[config.mk]
export PLATFORM = sky130hd
export DESIGN_NAME = nfs_host
export DESIGN_NICKNAME = d
export VERILOG_FILES = /design/src/hw/nfs_pkg.sv /design/src/hw/nfs_fifo.sv /design/src/hw/nfs_host.sv
export SDC_FILE = /design/constraint.sdc
export NUM_CORES = 1
export LEC_CHECK = 0
export BUFFER_PORTS_ARGS = -buffer_cell sky130_fd_sc_hd__buf_2
export CORE_ASPECT_RATIO = 0.8
export CORE_MARGIN = 4
export CORE_UTILIZATION = 45
export DETAILED_ROUTE_END_ITERATION = 10
export PLACE_DENSITY = 0.62
export SLEW_MARGIN = 20
export SYNTH_ARGS = -nofsm -noshare
export SYNTH_HDL_FRONTEND = slang
export SYNTH_SLANG_ARGS = --single-unit
[constraint.sdc]
create_clock -name CLK -period 12.3 [get_ports CLK]
set_input_delay 3.69 -clock CLK [delete_from_list [all_inputs] [get_ports CLK]]
set_output_delay 3.69 -clock CLK [all_outputs]
set_load 0.005 [all_outputs]
[src/hw/nfs_pkg.sv]
// Package: shared constants and types for the two-district flash sequencer controller
package nfs_pkg;
  // Command bytes
  localparam logic [7:0] CMD_READ1     = 8'h00;
  localparam logic [7:0] CMD_READ_GO   = 8'h30;
  localparam logic [7:0] CMD_CB_READ   = 8'h35;
  localparam logic [7:0] CMD_PROG1     = 8'h80;
  localparam logic [7:0] CMD_PROG2     = 8'h81;
  localparam logic [7:0] CMD_COLCHG    = 8'h85;
  localparam logic [7:0] CMD_PROG_GO   = 8'h10;
  localparam logic [7:0] CMD_PROG_MID  = 8'h11;
  localparam logic [7:0] CMD_ERASE1    = 8'h60;
  localparam logic [7:0] CMD_ERASE_GO  = 8'hD0;
  localparam logic [7:0] CMD_STATUS    = 8'h70;
  localparam logic [7:0] CMD_STATUS2   = 8'h71;
  localparam logic [7:0] CMD_RESET     = 8'hFF;
  // Status byte fields
  localparam int ST_FAIL_BIT   = 0;
  localparam int ST_D0_BIT     = 1;
  localparam int ST_D1_BIT     = 2;
  localparam int ST_READY_BIT  = 6;
  localparam int ST_WP_BIT     = 7;
  // Geometry
  localparam int PAGE_IN_BLK_W = 6;
  localparam int BLK_W         = 11;
  localparam int ROW_W         = 17;
  localparam int COL_W         = 12;
  localparam int SECTOR_MAIN   = 512;
  localparam int SPARE_BASE    = 2048;
  localparam int SPARE_SECT    = 16;
  localparam int MAX_PROG_PER_PAGE = 4;
  // Strobe timing: each strobe phase held at least this long
  localparam int STROBE_NS     = 25;
  localparam int CLK_NS        = 5;
  localparam int STROBE_CYC    = (STROBE_NS + CLK_NS - 1) / CLK_NS;
  // Operations the user may order
  typedef enum logic [3:0] {
    OP_READ    = 4'h0,
    OP_MREAD   = 4'h1,
    OP_PROG    = 4'h2,
    OP_MPROG   = 4'h3,
    OP_ERASE   = 4'h4,
    OP_MERASE  = 4'h5,
    OP_CBREAD  = 4'h6,
    OP_CBPROG  = 4'h7,
    OP_STATUS  = 4'h8,
    OP_STATUS2 = 4'h9,
    OP_RESET   = 4'hA
  } nfs_op_e;
  // One order from the user
  typedef struct packed {
    nfs_op_e            op;
    logic [ROW_W-1:0]   row_a;
    logic [ROW_W-1:0]   row_b;
    logic [COL_W-1:0]   col;
    logic [11:0]        nbytes;
  } nfs_req_s;
  // Bus cycle kinds
  typedef enum logic [4:0] {
    CY_IDLE = 5'b00001,
    CY_CMD  = 5'b00010,
    CY_ADDR = 5'b00100,
    CY_WR   = 5'b01000,
    CY_RD   = 5'b10000
  } nfs_cy_e;
endpackage

[src/hw/nfs_fifo.sv]
// Module: parameterised valid/ready FIFO for the program data path
`timescale 1ns/1ps
`default_nettype none
module nfs_fifo #(
  parameter int WIDTH = 8,
  parameter int DEPTH = 16
) (
  input  wire logic             clk,
  input  wire logic             rst,
  input  wire logic [WIDTH-1:0] in_data,
  input  wire logic             in_valid,
  output logic                  in_ready,
  output logic [WIDTH-1:0]      out_data,
  output logic                  out_valid,
  input  wire logic             out_ready
);
  localparam int AW = $clog2(DEPTH);
  typedef struct packed {
    logic [AW-1:0] wp;
    logic [AW-1:0] rp;
    logic [AW:0]   cnt;
  } nfs_fst_s;
  nfs_fst_s             st_q;
  nfs_fst_s             st_d;
  logic [WIDTH-1:0]     mem [DEPTH];
  logic                 push;
  logic                 pop;

  // ---------------------------------------------------------------
  // Flags and pointers
  // ---------------------------------------------------------------
  assign in_ready  = (st_q.cnt != (AW+1)'(DEPTH));
  assign out_valid = (st_q.cnt != '0);
  assign out_data  = mem[st_q.rp];
  assign push      = in_valid && in_ready;
  assign pop       = out_valid && out_ready;

  // Next pointer values
  always_comb begin
    st_d = st_q;
    if (push) st_d.wp = st_q.wp + 1'b1;
    if (pop)  st_d.rp = st_q.rp + 1'b1;
    st_d.cnt = st_q.cnt + (AW+1)'(push) - (AW+1)'(pop);
  end

  // Storage has no reset; only pointers matter
  always_ff @(posedge clk) begin
    if (push) mem[st_q.wp] <= in_data;
  end

  // State register
  always_ff @(posedge clk) begin
    if (rst) st_q <= '0;
    else     st_q <= st_d;
  end
endmodule
`default_nettype wire

[src/hw/nfs_host.sv]
// Module: host controller driving a two-district NAND flash over its byte-wide pins
// ---------------------------------------------------------------
// Summary of operation
// - Multi operations pick at most one block per district, any order.
// - Multi read and program use equal page index in both districts.
// - Multi read sends 60h plus address per district, then 30h.
// - Write protect stays high throughout a multi page read.
// - Program whole sectors, at most 4 programs per page per erase; neither is checked here, nbytes bytes go out as ordered.
// - 85h plus two column cycles moves the data column, repeatable.
// - Multi program is 80h,addr,data,11h,81h,addr,data,10h.
// - Inside multi sequences only 70h or FFh may be inserted.
// - Multi erase sends two 60h-addressed blocks then one D0h.
// - Multi erase ends with D0h, or FFh to abandon.
// - Copy-back program: 85h, destination, optional 85h changes, then 10h.
// - Copy-back source and destination share one district.
// ---------------------------------------------------------------
`timescale 1ns/1ps
`default_nettype none
module nfs_host #(
  parameter int FIFO_DEPTH = 16
) (
  input  wire logic            CLK,
  input  wire logic            SYS_RST,
  // User side
  input  wire logic            REQ_VALID,
  input  wire nfs_pkg::nfs_req_s REQ,
  output logic                 REQ_READY,
  output logic                 REQ_ERR,
  input  wire logic [7:0]      WDATA,
  input  wire logic            WDATA_VALID,
  output logic                 WDATA_READY,
  output logic [7:0]           RDATA,
  output logic                 RDATA_VALID,
  output logic                 DONE,
  output logic [7:0]           STATUS,
  // Flash pins
  output logic                 NF_CE_N,
  output logic                 NF_CLE,
  output logic                 NF_ALE,
  output logic                 NF_WE_N,
  output logic                 NF_RE_N,
  output logic                 NF_WP_N,
  output logic [7:0]           NF_IO_O,
  output logic                 NF_IO_OE,
  input  wire logic [7:0]      NF_IO_I,
  input  wire logic            NF_READY_BUSY_N
);
  localparam logic [2:0] STB = 3'(nfs_pkg::STROBE_CYC);

  typedef enum logic [7:0] {
    S_IDLE  = 8'b0000_0001,
    S_STEP  = 8'b0000_0010,
    S_CYC   = 8'b0000_0100,
    S_BUSYW = 8'b0000_1000,
    S_BUSY  = 8'b0001_0000,
    S_DATA  = 8'b0010_0000,
    S_STAT  = 8'b0100_0000,
    S_FIN   = 8'b1000_0000
  } nfs_st_e;

  // Whole controller state in one struct
  typedef struct packed {
    nfs_st_e            st;
    nfs_pkg::nfs_req_s  req;
    logic [4:0]         step;
    logic [2:0]         addr_i;
    logic [2:0]         tick;
    logic               half;
    nfs_pkg::nfs_cy_e   cy;
    logic [7:0]         byte_o;
    logic [11:0]        cnt;
    logic [2:0]         rb_sync;
    logic               rb_ok;
    logic               ce_n;
    logic               cle;
    logic               ale;
    logic               we_n;
    logic               re_n;
    logic               wp_n;
    logic               oe;
    logic               req_ready;
    logic               req_err;
    logic [7:0]         rdata;
    logic               rvalid;
    logic               done;
    logic [7:0]         status;
  } nfs_hst_s;

  nfs_hst_s   s_q;
  nfs_hst_s   s_d;
  logic [7:0] f_data;
  logic       f_valid;
  logic       f_pop;
  logic       f_in_ready;

  // ---------------------------------------------------------------
  // Program data buffer; WDATA_READY back-pressures the user
  // ---------------------------------------------------------------
  nfs_fifo #(.WIDTH(8), .DEPTH(FIFO_DEPTH)) u_fifo (
    .clk       (CLK),
    .rst       (SYS_RST),
    .in_data   (WDATA),
    .in_valid  (WDATA_VALID),
    .in_ready  (f_in_ready),
    .out_data  (f_data),
    .out_valid (f_valid),
    .out_ready (f_pop)
  );
  assign WDATA_READY = f_in_ready;

  // Legality of an order, checked before any pin moves
  function automatic logic req_bad(input nfs_pkg::nfs_req_s r);
    logic da;
    logic db;
    da = r.row_a[nfs_pkg::PAGE_IN_BLK_W];
    db = r.row_b[nfs_pkg::PAGE_IN_BLK_W];
    req_bad = 1'b0;
    if (r.op == nfs_pkg::OP_MREAD || r.op == nfs_pkg::OP_MPROG ||
        r.op == nfs_pkg::OP_MERASE)
      req_bad = (da == db);
    if (r.op == nfs_pkg::OP_MREAD || r.op == nfs_pkg::OP_MPROG)
      req_bad = req_bad || (r.row_a[5:0] != r.row_b[5:0]);
    if (r.op == nfs_pkg::OP_CBPROG)
      req_bad = (da != db);
  endfunction

  // Script: step -> (kind, byte). Address steps expand to cycles.
  // Kinds: 0 cmd, 1 col addr(2), 2 full addr(5) row_a, 3 full addr row_b,
  // 4 row addr(3) row_a, 5 row addr row_b, 6 write data, 7 busy wait,
  // 8 read data, 9 status read, 15 end
  function automatic logic [11:0] script(input nfs_pkg::nfs_op_e op,
                                         input logic [4:0] n);
    script = {4'd15, 8'h00};
    case (op)
      nfs_pkg::OP_READ, nfs_pkg::OP_CBREAD: begin
        case (n)
          5'd0: script = {4'd0, nfs_pkg::CMD_READ1};
          5'd1: script = {4'd2, 8'h00};
          5'd2: script = {4'd0, (op == nfs_pkg::OP_CBREAD) ?
                          nfs_pkg::CMD_CB_READ : nfs_pkg::CMD_READ_GO};
          5'd3: script = {4'd7, 8'h00};
          5'd4: script = (op == nfs_pkg::OP_READ) ? {4'd8, 8'h00} :
                         {4'd0, nfs_pkg::CMD_STATUS};
          5'd5: script = (op == nfs_pkg::OP_READ) ? {4'd15, 8'h00} : {4'd9, 8'h00};
          default: script = {4'd15, 8'h00};
        endcase
      end
      nfs_pkg::OP_MREAD: begin
        case (n)
          5'd0: script = {4'd0, nfs_pkg::CMD_ERASE1};
          5'd1: script = {4'd4, 8'h00};
          5'd2: script = {4'd0, nfs_pkg::CMD_ERASE1};
          5'd3: script = {4'd5, 8'h00};
          5'd4: script = {4'd0, nfs_pkg::CMD_READ_GO};
          5'd5: script = {4'd7, 8'h00};
          5'd6: script = {4'd8, 8'h00};
          default: script = {4'd15, 8'h00};
        endcase
      end
      nfs_pkg::OP_CBPROG: begin
        // Destination, then a column change so modified data lands at col
        case (n)
          5'd0: script = {4'd0, nfs_pkg::CMD_COLCHG};
          5'd1: script = {4'd3, 8'h00};
          5'd2: script = {4'd0, nfs_pkg::CMD_COLCHG};
          5'd3: script = {4'd1, 8'h00};                 // two column cycles
          5'd4: script = {4'd6, 8'h00};
          5'd5: script = {4'd0, nfs_pkg::CMD_PROG_GO};
          5'd6: script = {4'd7, 8'h00};
          5'd7: script = {4'd0, nfs_pkg::CMD_STATUS};
          5'd8: script = {4'd9, 8'h00};
          default: script = {4'd15, 8'h00};
        endcase
      end
      nfs_pkg::OP_PROG: begin
        case (n)
          5'd0: script = {4'd0, nfs_pkg::CMD_PROG1};
          5'd1: script = {4'd3, 8'h00};
          5'd2: script = {4'd6, 8'h00};
          5'd3: script = {4'd0, nfs_pkg::CMD_PROG_GO};
          5'd4: script = {4'd7, 8'h00};
          5'd5: script = {4'd0, nfs_pkg::CMD_STATUS};
          5'd6: script = {4'd9, 8'h00};
          default: script = {4'd15, 8'h00};
        endcase
      end
      nfs_pkg::OP_MPROG: begin
        case (n)
          5'd0: script = {4'd0, nfs_pkg::CMD_PROG1};
          5'd1: script = {4'd2, 8'h00};
          5'd2: script = {4'd6, 8'h00};
          5'd3: script = {4'd0, nfs_pkg::CMD_PROG_MID};
          5'd4: script = {4'd7, 8'h00};
          5'd5: script = {4'd0, nfs_pkg::CMD_PROG2};
          5'd6: script = {4'd3, 8'h00};
          5'd7: script = {4'd6, 8'h00};
          5'd8: script = {4'd0, nfs_pkg::CMD_PROG_GO};
          5'd9: script = {4'd7, 8'h00};
          5'd10: script = {4'd0, nfs_pkg::CMD_STATUS2};
          5'd11: script = {4'd9, 8'h00};
          default: script = {4'd15, 8'h00};
        endcase
      end
      nfs_pkg::OP_ERASE, nfs_pkg::OP_MERASE: begin
        case (n)
          5'd0: script = {4'd0, nfs_pkg::CMD_ERASE1};
          5'd1: script = {4'd4, 8'h00};
          5'd2: script = (op == nfs_pkg::OP_MERASE) ?
                         {4'd0, nfs_pkg::CMD_ERASE1} : {4'd0, nfs_pkg::CMD_ERASE_GO};
          5'd3: script = (op == nfs_pkg::OP_MERASE) ? {4'd5, 8'h00} : {4'd7, 8'h00};
          5'd4: script = (op == nfs_pkg::OP_MERASE) ?
                         {4'd0, nfs_pkg::CMD_ERASE_GO} :
                         {4'd0, nfs_pkg::CMD_STATUS};
          5'd5: script = (op == nfs_pkg::OP_MERASE) ? {4'd7, 8'h00} : {4'd9, 8'h00};
          5'd6: script = (op == nfs_pkg::OP_MERASE) ?
                         {4'd0, nfs_pkg::CMD_STATUS2} : {4'd15, 8'h00};
          5'd7: script = (op == nfs_pkg::OP_MERASE) ? {4'd9, 8'h00} : {4'd15, 8'h00};
          default: script = {4'd15, 8'h00};
        endcase
      end
      nfs_pkg::OP_STATUS, nfs_pkg::OP_STATUS2: begin
        case (n)
          5'd0: script = {4'd0, (op == nfs_pkg::OP_STATUS) ?
                          nfs_pkg::CMD_STATUS : nfs_pkg::CMD_STATUS2};
          5'd1: script = {4'd9, 8'h00};
          default: script = {4'd15, 8'h00};
        endcase
      end
      nfs_pkg::OP_RESET: begin
        case (n)
          5'd0: script = {4'd0, nfs_pkg::CMD_RESET};
          5'd1: script = {4'd7, 8'h00};
          default: script = {4'd15, 8'h00};
        endcase
      end
      default: script = {4'd15, 8'h00};
    endcase
  endfunction

  // Address byte k of the current script step
  function automatic logic [7:0] addr_byte(input logic [3:0] kind,
                                           input nfs_pkg::nfs_req_s r,
                                           input logic [2:0] k);
    logic [16:0] row;
    logic [2:0]  idx;
    row = (kind == 4'd3 || kind == 4'd5) ? r.row_b : r.row_a;
    idx = (kind == 4'd4 || kind == 4'd5) ? k + 3'd2 : k;
    case (idx)
      3'd0:    addr_byte = r.col[7:0];
      3'd1:    addr_byte = {4'h0, r.col[11:8]};
      3'd2:    addr_byte = row[7:0];
      3'd3:    addr_byte = row[15:8];
      3'd4:    addr_byte = {7'h00, row[16]};
      default: addr_byte = 8'h00;
    endcase
  endfunction

  // Number of address cycles per kind
  function automatic logic [2:0] addr_len(input logic [3:0] kind);
    case (kind)
      4'd1:       addr_len = 3'd2;
      4'd2, 4'd3: addr_len = 3'd5;
      4'd4, 4'd5: addr_len = 3'd3;
      default:    addr_len = 3'd0;
    endcase
  endfunction

  logic [11:0] cur;
  logic [3:0]  kind;
  logic        rb_ready;
  assign cur      = script(s_q.req.op, s_q.step);
  assign kind     = cur[11:8];
  assign rb_ready = s_q.rb_ok;

  // ---------------------------------------------------------------
  // Next-state logic
  // ---------------------------------------------------------------
  always_comb begin
    s_d        = s_q;
    s_d.done   = 1'b0;
    s_d.rvalid = 1'b0;
    s_d.req_err = 1'b0;
    // Three-stage pin sync; change accepted when stages 2 and 3 agree
    s_d.rb_sync = {s_q.rb_sync[1:0], NF_READY_BUSY_N};
    if (s_q.rb_sync[2] == s_q.rb_sync[1]) s_d.rb_ok = s_q.rb_sync[2];
    f_pop = 1'b0;
    case (s_q.st)
      S_IDLE: begin
        if (REQ_VALID && s_q.req_ready) begin
          s_d.req       = REQ;
          s_d.step      = 5'd0;
          s_d.req_ready = 1'b0;
          if (req_bad(REQ)) begin
            s_d.req_err   = 1'b1;
            s_d.req_ready = 1'b1;
          end else begin
            s_d.st   = S_STEP;
            s_d.ce_n = 1'b0;
            s_d.wp_n = (REQ.op != nfs_pkg::OP_RESET);
          end
        end
      end
      S_STEP: begin
        s_d.addr_i = 3'd0;
        s_d.cnt    = 12'd0;
        case (kind)
          4'd0: begin
            s_d.cy = nfs_pkg::CY_CMD;
            s_d.byte_o = cur[7:0];
            s_d.st = S_CYC;
          end
          4'd1, 4'd2, 4'd3, 4'd4, 4'd5: begin
            s_d.cy = nfs_pkg::CY_ADDR;
            s_d.byte_o = addr_byte(kind, s_q.req, 3'd0);
            s_d.st = S_CYC;
          end
          4'd6, 4'd8: s_d.st = S_DATA;
          4'd7: begin
            s_d.st   = S_BUSYW;
            s_d.tick = STB;
          end
          4'd9: begin
            s_d.cy = nfs_pkg::CY_RD;
            s_d.st = S_CYC;
          end
          default: s_d.st = S_FIN;
        endcase
        s_d.half = 1'b0;
      end
      S_DATA: begin
        if (s_q.cnt == s_q.req.nbytes) begin            // nbytes bytes per data step, read or write
          s_d.step = s_q.step + 5'd1;
          s_d.st   = S_STEP;
        end else if (kind == 4'd8) begin
          s_d.cy = nfs_pkg::CY_RD;
          s_d.st = S_CYC;
        end else if (f_valid) begin
          f_pop      = 1'b1;
          s_d.byte_o = f_data;
          s_d.cy     = nfs_pkg::CY_WR;
          s_d.st     = S_CYC;
        end
      end
      S_CYC: begin
        // A setup phase, then one strobe phase low, one high, each STB+1 cycles long
        s_d.cle = (s_q.cy == nfs_pkg::CY_CMD);
        s_d.ale = (s_q.cy == nfs_pkg::CY_ADDR);
        s_d.oe  = (s_q.cy != nfs_pkg::CY_RD);
        if (s_q.tick != STB) begin
          s_d.tick = s_q.tick + 3'd1;
        end else begin
          s_d.tick = 3'd0;
          if (!s_q.half) begin
            s_d.half = 1'b1;
            if (s_q.cy == nfs_pkg::CY_RD) s_d.re_n = 1'b0;
            else                          s_d.we_n = 1'b0;
          end else if (!s_q.we_n || !s_q.re_n) begin
            // Rise only: byte and latch lines hold a full phase past it
            s_d.we_n = 1'b1;                            // start on rise
            s_d.re_n = 1'b1;
            if (s_q.cy == nfs_pkg::CY_RD) begin
              s_d.rdata  = NF_IO_I;
              s_d.rvalid = (kind == 4'd8);
              if (kind == 4'd9) s_d.status = NF_IO_I;
            end
          end else begin
            s_d.half = 1'b0;
            if (s_q.cy == nfs_pkg::CY_ADDR &&
                s_q.addr_i + 3'd1 != addr_len(kind)) begin
              s_d.addr_i = s_q.addr_i + 3'd1;
              s_d.byte_o = addr_byte(kind, s_q.req, s_q.addr_i + 3'd1);
            end else if (kind == 4'd6 || kind == 4'd8) begin
              s_d.cnt = s_q.cnt + 12'd1;
              s_d.st  = S_DATA;
            end else begin
              s_d.cle  = 1'b0;
              s_d.ale  = 1'b0;
              s_d.step = s_q.step + 5'd1;
              s_d.st   = S_STEP;
            end
          end
        end
      end
      S_BUSYW: begin
        // Give the device time to pull busy low before watching it
        if (s_q.tick == 3'd0) s_d.st = S_BUSY;
        else s_d.tick = s_q.tick - 3'd1;
      end
      S_BUSY: begin
        if (rb_ready) begin
          s_d.step = s_q.step + 5'd1;
          s_d.st   = S_STEP;
        end
      end
      S_FIN: begin
        s_d.ce_n      = 1'b1;
        s_d.oe        = 1'b0;
        s_d.done      = 1'b1;
        s_d.req_ready = 1'b1;
        s_d.st        = S_IDLE;
      end
      default: s_d.st = S_IDLE;
    endcase
  end

  // State register
  always_ff @(posedge CLK) begin
    if (SYS_RST) begin
      s_q           <= '0;
      s_q.st        <= S_IDLE;
      s_q.cy        <= nfs_pkg::CY_IDLE;
      s_q.rb_sync   <= 3'b111;
      s_q.rb_ok     <= 1'b1;
      s_q.ce_n      <= 1'b1;
      s_q.we_n      <= 1'b1;
      s_q.re_n      <= 1'b1;
      s_q.wp_n      <= 1'b0;
      s_q.req_ready <= 1'b1;
    end else begin
      s_q <= s_d;
    end
  end

  // ---------------------------------------------------------------
  // Outputs straight from the state register
  // ---------------------------------------------------------------
  assign REQ_READY   = s_q.req_ready;
  assign REQ_ERR     = s_q.req_err;
  assign RDATA       = s_q.rdata;
  assign RDATA_VALID = s_q.rvalid;
  assign DONE        = s_q.done;
  assign STATUS      = s_q.status;
  assign NF_CE_N     = s_q.ce_n;
  assign NF_CLE      = s_q.cle;
  assign NF_ALE      = s_q.ale;
  assign NF_WE_N     = s_q.we_n;
  assign NF_RE_N     = s_q.re_n;
  assign NF_WP_N     = s_q.wp_n;
  assign NF_IO_O     = s_q.byte_o;
  assign NF_IO_OE    = s_q.oe;
endmodule
`default_nettype wire

Word level (Yosys, flattened, before mapping). Memory sizes are Yosys's and may differ from the RTL's. A register that Yosys moved wholly into a read port is not among the register bits. Cells that the tools add are included.

Add/sub/neg operators: 10. Equality and inequality tests: 81. Muxes and demuxes: 112. Bitwise logic cells: 8. Reductions and logical operators: 55.

Operator list (count): 12-bit one-hot mux with 8 select lines (2); 12-bit one-hot mux with 6 select lines (2); 8-bit two-way mux (17); 12-bit two-way mux (7); 12-bit one-hot mux with 7 select lines (1); 8-bit one-hot mux with 5 select lines (2); 75-bit two-way mux (1); 12-bit one-hot mux with 2 select lines (3); 20-bit two-way mux (3); 8-bit one-hot mux with 3 select lines (2); 8-bit one-hot mux with 6 select lines (1); 4-bit by 3-bit == test with 1-bit output, second input constant (10); 2-bit != test, second input constant (16); 3-bit two-way mux (10); 4-bit two-way mux (7); 9-bit AND reduction (3); 13-bit two-way mux (2); 5-bit by 3-bit == test with 1-bit output, second input constant (5); 5-bit two-way mux (5); 1-bit two-way mux (22); 11-bit two-way mux (2); 4-bit by 2-bit == test with 1-bit output, second input constant (5); 4-bit == test, second input constant (5); 5-bit one-hot mux with 4 select lines (1); 69 further kinds (132).

Bits in registers: 151. RAM bits: 128. Bits in read-only memories: 304. Output and inout port bits: 36. Logic and storage cells: 300. Memories: 3.

Memory list: (name not given) (words 16, bits a word 10, rd ports 1, clocked after memory_dff 1, write ports 0, line nfs_host.sv:162) `case (n)`; (name not given) (words 16, bits a word 9, rd ports 1, clocked after memory_dff 1, write ports 0, line nfs_host.sv:188) `case (n)`; u_fifo.mem (words 16, bits a word 8, rd ports 1, clocked after memory_dff 1, write ports 1, line nfs_fifo.sv:25) `logic [WIDTH-1:0] mem [DEPTH];`.

Logic depth before layout (Yosys ltp). Gate-level depths: netlist of run 1.

Depth after elaboration: 20. Gate-level depth with buffers: 21. Gate-level depth less buffers: 19.

Hierarchy. Synthesis of run 1 repeated with hierarchy kept, for this count alone.

Cells, all modules: 1410. Area, all modules: 14442.6 um^2.

By module, submodules not included: nfs_host (times used 1, cells an instance 1102, area each 8632.0 um^2); nfs_fifo (times used 1, cells an instance 308, area each 5810.6 um^2).

Least setup slack after synthesis of run 1. No wires, ideal clock.

Path type: input port to flip-flop. Start: input REQ[25] in the netlist's numbering. End: register s_q[55] in the netlist's numbering. Library setup time: 70 ps. Data arrival time: 5644 ps. Required time: 12230 ps. Setup slack: 6585 ps. Cell stages on the path: 10. Cell sequence: xnor2_1 > nand4_1 > nor4_1 > a21oi_1 > o2111ai_1 > o211ai_1 > a211oi_4 > nand2_4 > or4_1 > a21oi_1.

RTL lines: start, declared (line nfs_host.sv:26) `input wire nfs_pkg::nfs_req_s REQ,`; end, declared (line nfs_host.sv:89) `nfs_hst_s s_q;`.

==> results of run 1 <==
## stage by stage
stage / utilization / hold slack (ns) / worst slack [ns] / cell area, µm²
after floorplan: - / 0.389 / 6.59 / 14300
after global placement: 0.479 / 0.394 / 5.64 / 15000
after detailed placement: 0.479 / 0.395 / 5.61 / 15000
after CTS: 0.509 / 0.411 / 6.21 / 16000
after global routing: 0.509 / 0.440 / 5.92 / 16000
final: 0.509 / 0.408 / 6.19 / 16000
## cells by family after synthesis
kind of cell	count (synthesis)
buf+inv	143
simple gates	489
xor+xnor	43
flops	297
mux	92
compound gates	286
fa+ha+maj	28
## synth_stat cells, drive strengths merged (10+ instances only)
library cell / number
nor3: 26
a31oi: 13
nand2b: 10
mux4: 32
xor2: 19
mux2: 11
o211ai: 10
and3: 13
buf: 47
o21ai: 28
dfxtp: 169
a21oi: 118
nor2b: 19
clkbuf: 60
nor2: 116
nand3: 22
a211oi: 21
ha: 27
nand2: 194
edfxtp: 128
xnor2: 24
mux2i: 49
nand4: 22
inv: 36
## flip-flops by register name, summed over array words and instances, names as in the netlist, 2 cells and up, named ones only
signal	count
u_fifo.mem	128
s_q	99
STATUS	8
u_fifo.st_q	13
RDATA	8
NF_IO_O	8
s_d	2
## layer usage
metal / vias up / wire [µm] / track usage
met1: 5174 / 17200 / 0.304
met3: 52 / 2410 / 0.0348
li1: 5118 / - / -
met4: 0 / 1010 / 0.0532
met5: - / 0 / 0
met2: 367 / 15400 / 0.295
## layout make-up
cell class / instances / area [µm²]
Clock inverter: 15 / 161
Multi-Input combinational cell: 938 / 6440
Inverter: 36 / 135
Fill cell: 2853 / 15400
Tap cell: 420 / 526
Timing Repair Buffer: 133 / 706
Sequential cell: 297 / 7230
Clock buffer: 38 / 781
## power groups by stage
stage	clock network [mW]	registers (mW)	logic, mW
global placement	0	1.13	0.277
global route	0.936	1.11	0.313
floorplan	0	1.12	0.203
finish	0.873	1.11	0.281
CTS	0.899	1.11	0.281
detailed placement	0	1.13	0.280
## path summary, 6_finish.rpt
path                               from  endpoint  cells past startpoint
worst max-delay path            REQ[24]   s_q[55]                     11
worst min-delay path            s_d[29]   s_d[30]                      1
worst max register to register  s_q[63]  register                     16
worst min register to register  s_d[29]   s_d[30]                      1
==> impl_results.md, run 1 <==
- Status: finished clean
- Adder-Cell Fraction of Synth Area: 0.0250
- # hold bufs at CTS: 0
- Largest family of logic cells by synthesized area: simple AND/OR/NAND/NOR gates
- Die Height: between 150 and 200 µm
- Most frequent cells in the layout: nand2_1 (192), dfxtp_1 (168), edfxtp_1 (128)
- Worst path arrival time: ~6.6 ns
- Kind of cell adding the most delay to the critical path: compound AO/OA/AOI/OAI gates
- Drt via density: ~5.7
- Row cnt: 58
- Final critical-path share of the clock period: 0.496
- # clock sinks: around 300
- Register area share after synthesis: 0.504
- Initial antenna violation count: 0
- Post-synth top area share: 0.268
- Synth top area cells: edfxtp_1 (27%), dfxtp_1 (24%), mux4_2 (5.0%)
- Overall routing resource usage: 0.200
- Worst slew margin: 0.315
- Antenna cell count: 0
- Mux cell area share after synthesis: 0.0932
- First DRT Iteration DRCs: 1087
- Commonest non-fill, non-tap cell in the layout: nand2_1
- Final Skew: roughly 0.034 ns
- Die area: ~0.035 mm²
- Clk slew on worst S/H paths: 0.06 ns
- Cell total after placement: between 1500 and 2000
- Residual DRC: 0
- Slew Limit Fails: 0
- EDFF count, synth: around 130
- Quantity of gates resized following cts: 0
- Root buffer cell: clkbuf_16
- I/O pin total: 119
- Clk pwr share: 0.386
- Synth Area in XOR/XNOR: 0.0263
- Syn_nets: approximately 1500
- Nets: 1547
- Final setup fails: 0
- Syn avg cell area: about 10 µm²
- P per Cell Area: ~140 mW/mm²
- Leak: approximately 5.6 nW
- Final Instance Count excl. Fillers: ~1900
- 1st-pass router iterations: 5
- Mapped Area: between 0.01 and 0.015 mm²
- Vias: around 11000
- Slowest cell on crit path: o2111ai_1
- Die W: 207 µm
- Combinational power share: 0.124
- Switch Pwr: 0.588 mW
- Placer Congestion: about 0.91
- Post-synthesis register bit count: 297
- Post-synthesis compound-gate area fraction: 0.137
- Slew @ Worst Pin: 1.03 ns
- CTS max path bufs: 3
- Switch share: 0.260
- Vias in the first global route: approximately 10000
- Worst Path Required: between 10 and 15 ns
- CP cell instances: buf_2 > xnor2_1 > nand4_1 > nor4_1 > a21oi_1 > o2111ai_1 > o211ai_1 > a211oi_4 > nand2_4 > or4_1 > a21oi_1
- Crit path kind: in2reg
- Tmin final: around 6 ns
- Int Pwr: between 1.5 and 2 mW
- Crit end category: register
- Share of layout cells above drive strength 1: 0.178
- Htree depth: 1
- Power Total: approximately 2.3 mW
- Flop pwr share: 0.490
- Skew-Pair Late Insertion Delay: between 0.5 and 0.6 ns
- Area leader, netlist: edfxtp_1
- Core footprint: between 0.03 and 0.04 mm²
- Largest stage delay, worst path: ~0.72 ns
- First-pass GRT wire length: about 57000 µm
- Total congestion overflow: 0
- Setup bufs post-CTS: 0
- Area Growth Syn to Fin: 11.5%
- CP startpoint kind: primary input
- Max_cap viols: 0
- Fmax: roughly 0.16 GHz
- Critical path peak fanout: 7
- Port buffer count: approximately 120
- Clock buffer count from CTS: 30
- R2R Setup Slk: ~7.1 ns
- Post-synth ARST share: 0
- Hold crit path type: reg2reg
- Synth Flop Type: dfxtp_1
- WP buf/inv: 1
- Setup TNS: 0 ns
- Wirelength per Cell: approximately 19 µm
- Largest net degree at the start of global routing: 95
- CP most frequent cell: a21oi_1
- Overall routed net length: between 30000 and 40000 µm
- CTS tree: built
- Initial core utilization: 0.456
- Worst vdd ir: around 0.11 mV
- Synth cell types: 94
- RSZ-0062 raised after global routing: no
- Post-Synth Simple-Gate Area: 0.167
- Final hold violations: 0
- Hpwl dp: around 25000 µm
- Syn. warnings: 0
- Post-Syn Instances: about 1400
- Detail Route Antenna Nets: 0
(Power assumes the default switching activity.)
==> inputs of run 2 (changes only) <==
Settings changed: ABC_AREA set to 1, PLACE_DENSITY 0.62 to 0.64.
Clock period 12.3 ns to 5.4 ns, I/O delays scaled along.
==> run 2 against run 1 <==
Compared with the run above: clock power rose by 150%; synthesized cell count up 27%; die area rose by 0.96%; combinational power grew to 9.1 times the previous value; sequential cell count did not move; via count increased by 12%; first-iteration DRC count down 15%; sequential power grew to 2.5 times the previous value; register-to-register slack worse by 6.1 ns; final cell count up 21%.
==> impl_results.md, run 2 <==
- Slew Limit Fails: 0 (unchanged)
- WHS: 0.417 ns (was 0.408 ns)
- # hold bufs at CTS: 0 (unchanged)
- Leak: 6.75 nW (was 5.59 nW)
- Most frequent cells in the layout: nand2_1 (279), o21ai_0 (226), nor2_1 (206) (was nand2_1 (192), dfxtp_1 (168), edfxtp_1 (128))
- 1st-pass router iterations: 8 (was 5)
- Vias in the first global route: 11154 (was 10073)
- Worst vdd ir: 0.254 mV (was 0.108 mV)
- Slowest cell on crit path: fa_1 (was o2111ai_1)
- Syn. warnings: 0 (unchanged)
- Crit end category: register (unchanged)
- Detail Route Antenna Nets: 0 (unchanged)
- Critical path origin: s_q[63] (was REQ[24])
- I/O pin total: 119 (unchanged)
- Mux cell area share after synthesis: 0.0201 (was 0.0932)
- Clk slew on worst S/H paths: 0.06 ns (about the same)
- GR peak layer: met2 (was met1)
- CP most frequent cell: nand2_1 (was a21oi_1)
- Die Height: 168 µm (about the same)
- Largest stage delay, worst path: 0.44 ns (was 0.72 ns)
- Adder-Cell Fraction of Synth Area: 0.0247 (was 0.0250)
- Synth Flop Type: dfxtp_1 (unchanged)
- Mapped Area: 0.0145 mm² (was 0.0143 mm²)
- Overall routed net length: 39700 µm (was 36000 µm)
- Drt via density: 5.27 (was 5.71)
- Core footprint: 0.0316 mm² (was 0.0314 mm²)
- Commonest non-fill, non-tap cell in the layout: nand2_1 (unchanged)
- Total congestion overflow: 0 (unchanged)
- Residual DRC: 0 (unchanged)
- First DRT Iteration DRCs: 924 (was 1087)
- Syn avg cell area: 8.26 µm² (was 10.4 µm²)
- Initial core utilization: 0.458 (was 0.456)
- Share of layout cells above drive strength 1: 0.128 (was 0.178)
- Post-Syn Instances: 1752 (was 1378)
- Worst path arrival time: 4.91 ns (was 6.60 ns)
- Post-synthesis compound-gate area fraction: 0.155 (was 0.137)
- Post-synth ARST share: 0 (unchanged)
- Initial antenna violation count: 2 (was 0)
- Skew-Pair Late Insertion Delay: 0.56 ns (was 0.58 ns)
- Htree depth: 1 (unchanged)
- Kind of cell adding the most delay to the critical path: simple AND/OR/NAND/NOR gates (was compound AO/OA/AOI/OAI gates)
- Overall routing resource usage: 0.218 (was 0.200)
- Die area: 0.0351 mm² (was 0.0348 mm²)
- CTS tree: built (unchanged)
- Wirelength per Cell: 17.5 µm (was 19.2 µm)
- Vias: 11981 (was 10711)
- Slew @ Worst Pin: 1.02 ns (was 1.03 ns)
- Critical path peak fanout: 8 (was 7)
- Nets: 1939 (was 1547)
- Quantity of gates resized following cts: 0 (unchanged)
- Setup TNS: 0 ns (unchanged)
- Final Skew: 0.0125 ns (was 0.0343 ns)
- Top post-synthesis cells by count: nand2_1 (279), o21ai_0 (226), nor2_1 (207), inv_1 (206), dfxtp_1 (169) (was nand2_1 (192), dfxtp_1 (169), edfxtp_1 (128), a21oi_1 (118), nor2_1 (115))
- Post-synthesis register bit count: 297 (unchanged)
- Crit path kind: reg2reg (was in2reg)
- Area Growth Syn to Fin: 12.6% (was 11.5%)
- Max_cap viols: 0 (unchanged)
- RSZ-0062 raised after global routing: no (unchanged)
- Final critical-path share of the clock period: 0.829
- Worst slew margin: 0.321 (was 0.315)
- WP buf/inv: 6 (was 1)
- Placer Congestion: 0.937 (was 0.907)
- EDFF count, synth: 128 (unchanged)
- Die W: 208 µm (was 207 µm)
- Largest net degree at the start of global routing: 112 (was 95)
- Biggest regs: u_fifo.mem (128), s_q (99), u_fifo.st_q (13) (unchanged)
- Fmax: between 0.2 and 0.25 GHz
- Synth top area cells: edfxtp_1 (27%), dfxtp_1 (23%), o21ai_0 (7.8%) (was edfxtp_1 (27%), dfxtp_1 (24%), mux4_2 (5.0%))
- Area leader, netlist: edfxtp_1 (unchanged)
- Tmin final: roughly 4.5 ns
- Setup bufs post-CTS: 0 (unchanged)
- Worst Path Required: 5.83 ns (was 12.80 ns)
- Status: finished clean (unchanged)
- Final setup fails: 0 (unchanged)
- Register area share after synthesis: 0.499 (was 0.504)
- Largest family of logic cells by synthesized area: simple AND/OR/NAND/NOR gates (unchanged)
- Met2 Usage GRT: 0.325 (was 0.295)
- Syn_nets: 1863 (was 1489)
- Met1 usage in global routing: 0.321 (was 0.304)
- GR Layer Usage met3: 0.0482 (was 0.0348)
- Count leader, synth: nand2_1 (unchanged)
- Port buffer count: 118 (unchanged)
- Post-synth top area share: 0.266 (was 0.268)
- P per Cell Area: 461 mW/mm² (was 142 mW/mm²)
- First-pass GRT wire length: 61600 µm (was 56900 µm)
- Reg-to-reg startpoint: s_q[63] (unchanged)
- Hpwl dp: 28800 µm (was 25400 µm)
- Root buffer cell: clkbuf_16 (unchanged)
- CTS max path bufs: 3 (unchanged)
- Clock buffer count from CTS: 30 (unchanged)
- Synth cell types: 53 (was 94)
- Final hold violations: 0 (unchanged)
- # clock sinks: 297 (unchanged)
- CP startpoint kind: register (was primary input)
- Largest Register: u_fifo.mem (unchanged)
- Fillers: 2969 (was 2853)
- Synth Area in XOR/XNOR: 0.0182 (was 0.0263)
- Post-Synth Simple-Gate Area: 0.197 (was 0.167)
- Hold crit path type: reg2reg (unchanged)
- Hold_sp: s_d[29] (unchanged)
- Row cnt: 58 (unchanged)
- Max reg flops: 128 (unchanged)
## run 2: final timing paths
kind	slack (ns)	cells after the start	endpoint
max	0.93	26	u_fifo.st_q[4]
max reg2reg	0.93	26	u_fifo.st_q[4]
min reg2reg	0.42	1	s_d[30]
min	0.42	1	s_d[30]
## run 2: cell type report
type,instances,area (µm²),share of cell area
inverter,213,806,0.0494
tap,420,526,0.0322
clock inverter,18,174,0.0107
timing repair buffer,130,681,0.0418
clock buffer,37,871,0.0534
antenna,1,2.50,0.000154
sequential,297,7230,0.444
multi-input combinational,1156,6010,0.369
## run 2: per-layer routing
metal	vias up	share of wire	wire [µm]
met4	0	0.025	987
met5	-	0	0
met3	58	0.074	2950
met2	356	0.42	16800
li1	5991	-	-
met1	5576	0.48	18900
## run 2: power breakdown
part	switching (mW)	total, mW	internal (mW)
sequential	0.155	2.80	2.64
combinational	1.83	2.55	0.715
clock	0.881	2.17	1.29
total	2.87	7.51	4.64
## run 2: worst reg2reg max path, cell delays in order, from the launching register on
cell	delay, ns
dfxtp_1	0.36
inv_1	0.14
ha_1	0.16
inv_1	0.04
nor2_2	0.13
nand2_1	0.18
nand2_1	0.23
inv_1	0.08
nand2_2	0.09
nand2_1	0.06
nand2_1	0.10
nand2_1	0.10
nor2_1	0.12
nand2_2	0.10
nor2_1	0.32
nand2_1	0.23
nand2_1	0.26
inv_1	0.13
ha_1	0.31
inv_1	0.06
ha_1	0.16
inv_1	0.07
fa_1	0.44
o21ai_0	0.18
a21oi_1	0.09
o21ai_0	0.16
a21oi_1	0.07
## run 2: per-stage QoR
stage               power [mW]  std cells  cell area (µm²)  utilization  worst slack [ns]
finish                    7.51       2272            16300        0.516             0.925
global route              7.98       2271            16300        0.516             0.407
CTS                       7.51       2271            16300        0.516              1.03
detailed placement        5.33       2216            15300        0.483              1.08
global placement          5.31       2216            15300        0.483              1.19
floorplan                 4.56       1752            14500            -              1.84
## run 2: cell families (layout without fill, tap and decap cells)
logic type                 Yosys count  in the layout
muxes                               29             29
DFF                                297            297
xor gates and xnor gates            28             28
buffers and inverters              299            398
adders and majority gates           28             28
other                                0              1
and+or+nand+nor                    652            652
AOI/OAI and AO/OA                  419            419
==> inputs of run 3 (changes only) <==
Clock period 5.4 ns to 3.81 ns, I/O delays scaled along.
==> run 3 against run 2 <==
Compared with the run above: first-iteration DRC count grew 0.11%; die area is the same; non-clock buffer count rose by 43; routed wire length increased by 1.9%; clock skew increased by 0.0010 ns; sequential cell count stayed put; combinational power is 65% higher.
==> impl_results.md, run 3 (synthesis results as in run 2) <==
- Reg2Reg Depth: 25 (was 26)
- Overall routing resource usage: 0.223 (was 0.218)
- Initial core utilization: 0.458 (unchanged)
- WHS Path Cells: 1 (unchanged)
- Biggest regs: u_fifo.mem (128), s_q (99), u_fifo.st_q (13) (unchanged)
- Multi-input gate area: 0.00619 mm² (was 0.00601 mm²)
- Switch Pwr: 4.28 mW (was 2.87 mW)
- # clock sinks: 297 (unchanged)
- Fin worst setup slack: 0.170 ns (was 0.925 ns)
- Largest Register: u_fifo.mem (unchanged)
- Final critical-path share of the clock period: 0.955 (was 0.829)
- P per Cell Area: 679 mW/mm² (was 461 mW/mm²)
- Die Height: 168 µm (unchanged)
- Die W: 208 µm (unchanged)
- Root buffer cell: clkbuf_16 (unchanged)
- Power Total: 11.5 mW (was 7.51 mW)
- First-pass GRT wire length: 63600 µm (was 61600 µm)
- Int Pwr: 7.23 mW (was 4.64 mW)
- # hold bufs at CTS: 0 (unchanged)
- Placed cell area: 0.0155 mm² (was 0.0153 mm²)
- Clk pwr share: 0.291 (was 0.288)
- Residual DRC: 0 (unchanged)
- Wirelength per Cell: 17.5 µm (about the same)
- Port buffer count: 118 (unchanged)
- Row cnt: 58 (unchanged)
- Reg-to-reg startpoint: s_q[63] (unchanged)
- Crit path kind: reg2reg (unchanged)
- Vias in the first global route: 11536 (was 11154)
- WHS: 0.423 ns (was 0.417 ns)
- R2R Setup Slk: 0.17 ns (was 0.93 ns)
- Final hold violations: 0 (unchanged)
- Tmin final: 3.64 ns (was 4.47 ns)
- Register area: 0.00724 mm² (was 0.00723 mm²)
- Hold_sp: s_d[29] (unchanged)
- Drt via density: 5.31 (was 5.27)
- Placer Congestion: 0.942 (was 0.937)
- Clk slew on worst S/H paths: 0.06 ns (about the same)
- Worst vdd ir: 0.447 mV (was 0.254 mV)
- Core footprint: 0.0316 mm² (unchanged)
- Max reg flops: 128 (unchanged)
- Nets: 1982 (was 1939)
- Combinational power share: 0.365 (was 0.339)
- RSZ-0062 raised after global routing: yes (was no)
- Die area: 0.0351 mm² (unchanged)
- Final Skew: 0.0135 ns (was 0.0125 ns)
- Share of layout cells above drive strength 1: 0.167 (was 0.128)
- Skew-Pair Late Insertion Delay: 0.56 ns (about the same)
- Status: finished clean (unchanged)
- Overall routed net length: 40500 µm (was 39700 µm)
- Finished Cell Area: 0.0169 mm² (was 0.0163 mm²)
- Hold Crit Endpoint: s_d[30] (unchanged)
- First DRT Iteration DRCs: 925 (was 924)
- Area Growth Syn to Fin: 17.1% (was 12.6%)
- I/O pin total: 119 (unchanged)
- Hpwl dp: 29500 µm (was 28800 µm)
- CTS tree: built (unchanged)
- Leak: 7.03 nW (was 6.75 nW)
- CP startpoint kind: register (unchanged)
- Fillers: 3002 (was 2969)
- Flop pwr share: 0.344 (was 0.372)
- Commonest non-fill, non-tap cell in the layout: nand2_1 (unchanged)
- Initial antenna violation count: 2 (unchanged)
- Clock buffer count from CTS: 30 (unchanged)
- Slew @ Worst Pin: 0.935 ns (was 1.02 ns)
- Worst slew margin: 0.371 (was 0.321)
- Antenna cell count: 0 (was 1)
- Most frequent cells in the layout: nand2_1 (269), o21ai_0 (223), inv_1 (198) (was nand2_1 (279), o21ai_0 (226), nor2_1 (206))
- Htree depth: 1 (unchanged)
- Worst path arrival time: 4.09 ns (was 4.91 ns)
- Fmax: 0.275 GHz (was 0.223 GHz)
- Largest net degree at the start of global routing: 93 (was 112)
- Max_cap viols: 0 (unchanged)
- CTS max path bufs: 3 (unchanged)
- Pre-CTS setup slack: -0.0447 ns (was 1.08 ns)
- Slew Limit Fails: 0 (unchanged)
- Critical path peak fanout: 6 (was 8)
- Detail Route Antenna Nets: 0 (unchanged)
- Worst Path Required: 4.26 ns (was 5.83 ns)
- 1st-pass router iterations: 7 (was 8)
- Critical path origin: s_q[63] (unchanged)
- Final setup fails: 0 (unchanged)
- Switch share: 0.372 (was 0.382)
- Vias: 12304 (was 11981)
- Crit end category: register (unchanged)
- Hold crit path type: reg2reg (unchanged)
- Total congestion overflow: 0 (unchanged)
run 3: changes by cell type in the layout (fill, tap and decap cells not counted), sizes merged:
cell | previous run | this run
diode | 1 | 0
clkinvlp | 4 | 5
clkinv | 12 | 11
clkbuf | 37 | 33
inv | 212 | 211
buf | 130 | 173
bufinv | 3 | 9
run 3: worst max path at each step:
stage	endpoint
detailed placement	u_fifo.st_q[4]
global route	u_fifo.st_q[4]
global placement	u_fifo.st_q[4]
floorplan	u_fifo.st_q[4]
finish	register
CTS	u_fifo.st_q[4]
run 3: layout make-up:
class                           instances  area share
Clock buffer                           33      0.0462
Clock inverter                         23      0.0210
Inverter                              213      0.0477
Multi-Input combinational cell       1156       0.365
Sequential cell                       297       0.427
Tap cell                              420      0.0310
Timing Repair Buffer                  173      0.0617
run 3: timing repair:
item / 4_1_cts / 5_1_grt
setup buffers: 1 / 8
pin swaps: 1 / 17
resized for setup: 12 / 49
endpoints found under the setup margin: 2 / 20
run 3: power by group through the flow:
| stage | combinational (mW) | sequential [mW] | clock, mW |
|---|---|---|---|
| 2_1_floorplan | 2.50 | 3.96 | 0 |
| 3_3_place_gp | 3.77 | 4.01 | 0 |
| 3_5_place_dp | 3.80 | 4.02 | 0 |
| 4_1_cts | 3.85 | 3.95 | 3.40 |
| 5_1_grt | 4.63 | 4.00 | 3.54 |
| 6_report | 4.20 | 3.96 | 3.35 |
run 3: through the flow:
| step | util | setup TNS [ns] | cells |
|---|---|---|---|
| 3_5_place_dp | 0.492 | -0.0816 | 2250 |
| 3_3_place_gp | 0.492 | 0 | 2250 |
| 2_1_floorplan | - | 0 | 1752 |
| 6_report | 0.537 | 0 | 2315 |
| 4_1_cts | 0.530 | 0 | 2307 |
| 5_1_grt | 0.537 | -0.0563 | 2315 |
run 3: layer usage:
metal	vias up	share of wire	global-route usage
li1	6093	-	-
met1	5753	0.47	0.332
met2	387	0.43	0.334
met3	69	0.076	0.0455
met4	2	0.028	0.0597
met5	-	0.00017	0
run 3: critical path: stages, from the launching register on:
cell,delay (ns)
dfxtp_4,0.37
inv_4,0.07
ha_1,0.14
inv_1,0.06
nor2_4,0.19
nand2_4,0.11
nand2_4,0.09
o21ai_0,0.09
nor2_1,0.18
nand3_1,0.14
nor2_4,0.25
buf_6,0.14
nor2_4,0.03
nand2_2,0.10
buf_4,0.14
nand2_2,0.08
a21oi_4,0.19
nand2_4,0.07
or2_2,0.28
nor3b_2,0.17
buf_4,0.14
ha_1,0.21
nand2_1,0.09
nand2_1,0.07
nand2_1,0.06
nand2_1,0.05
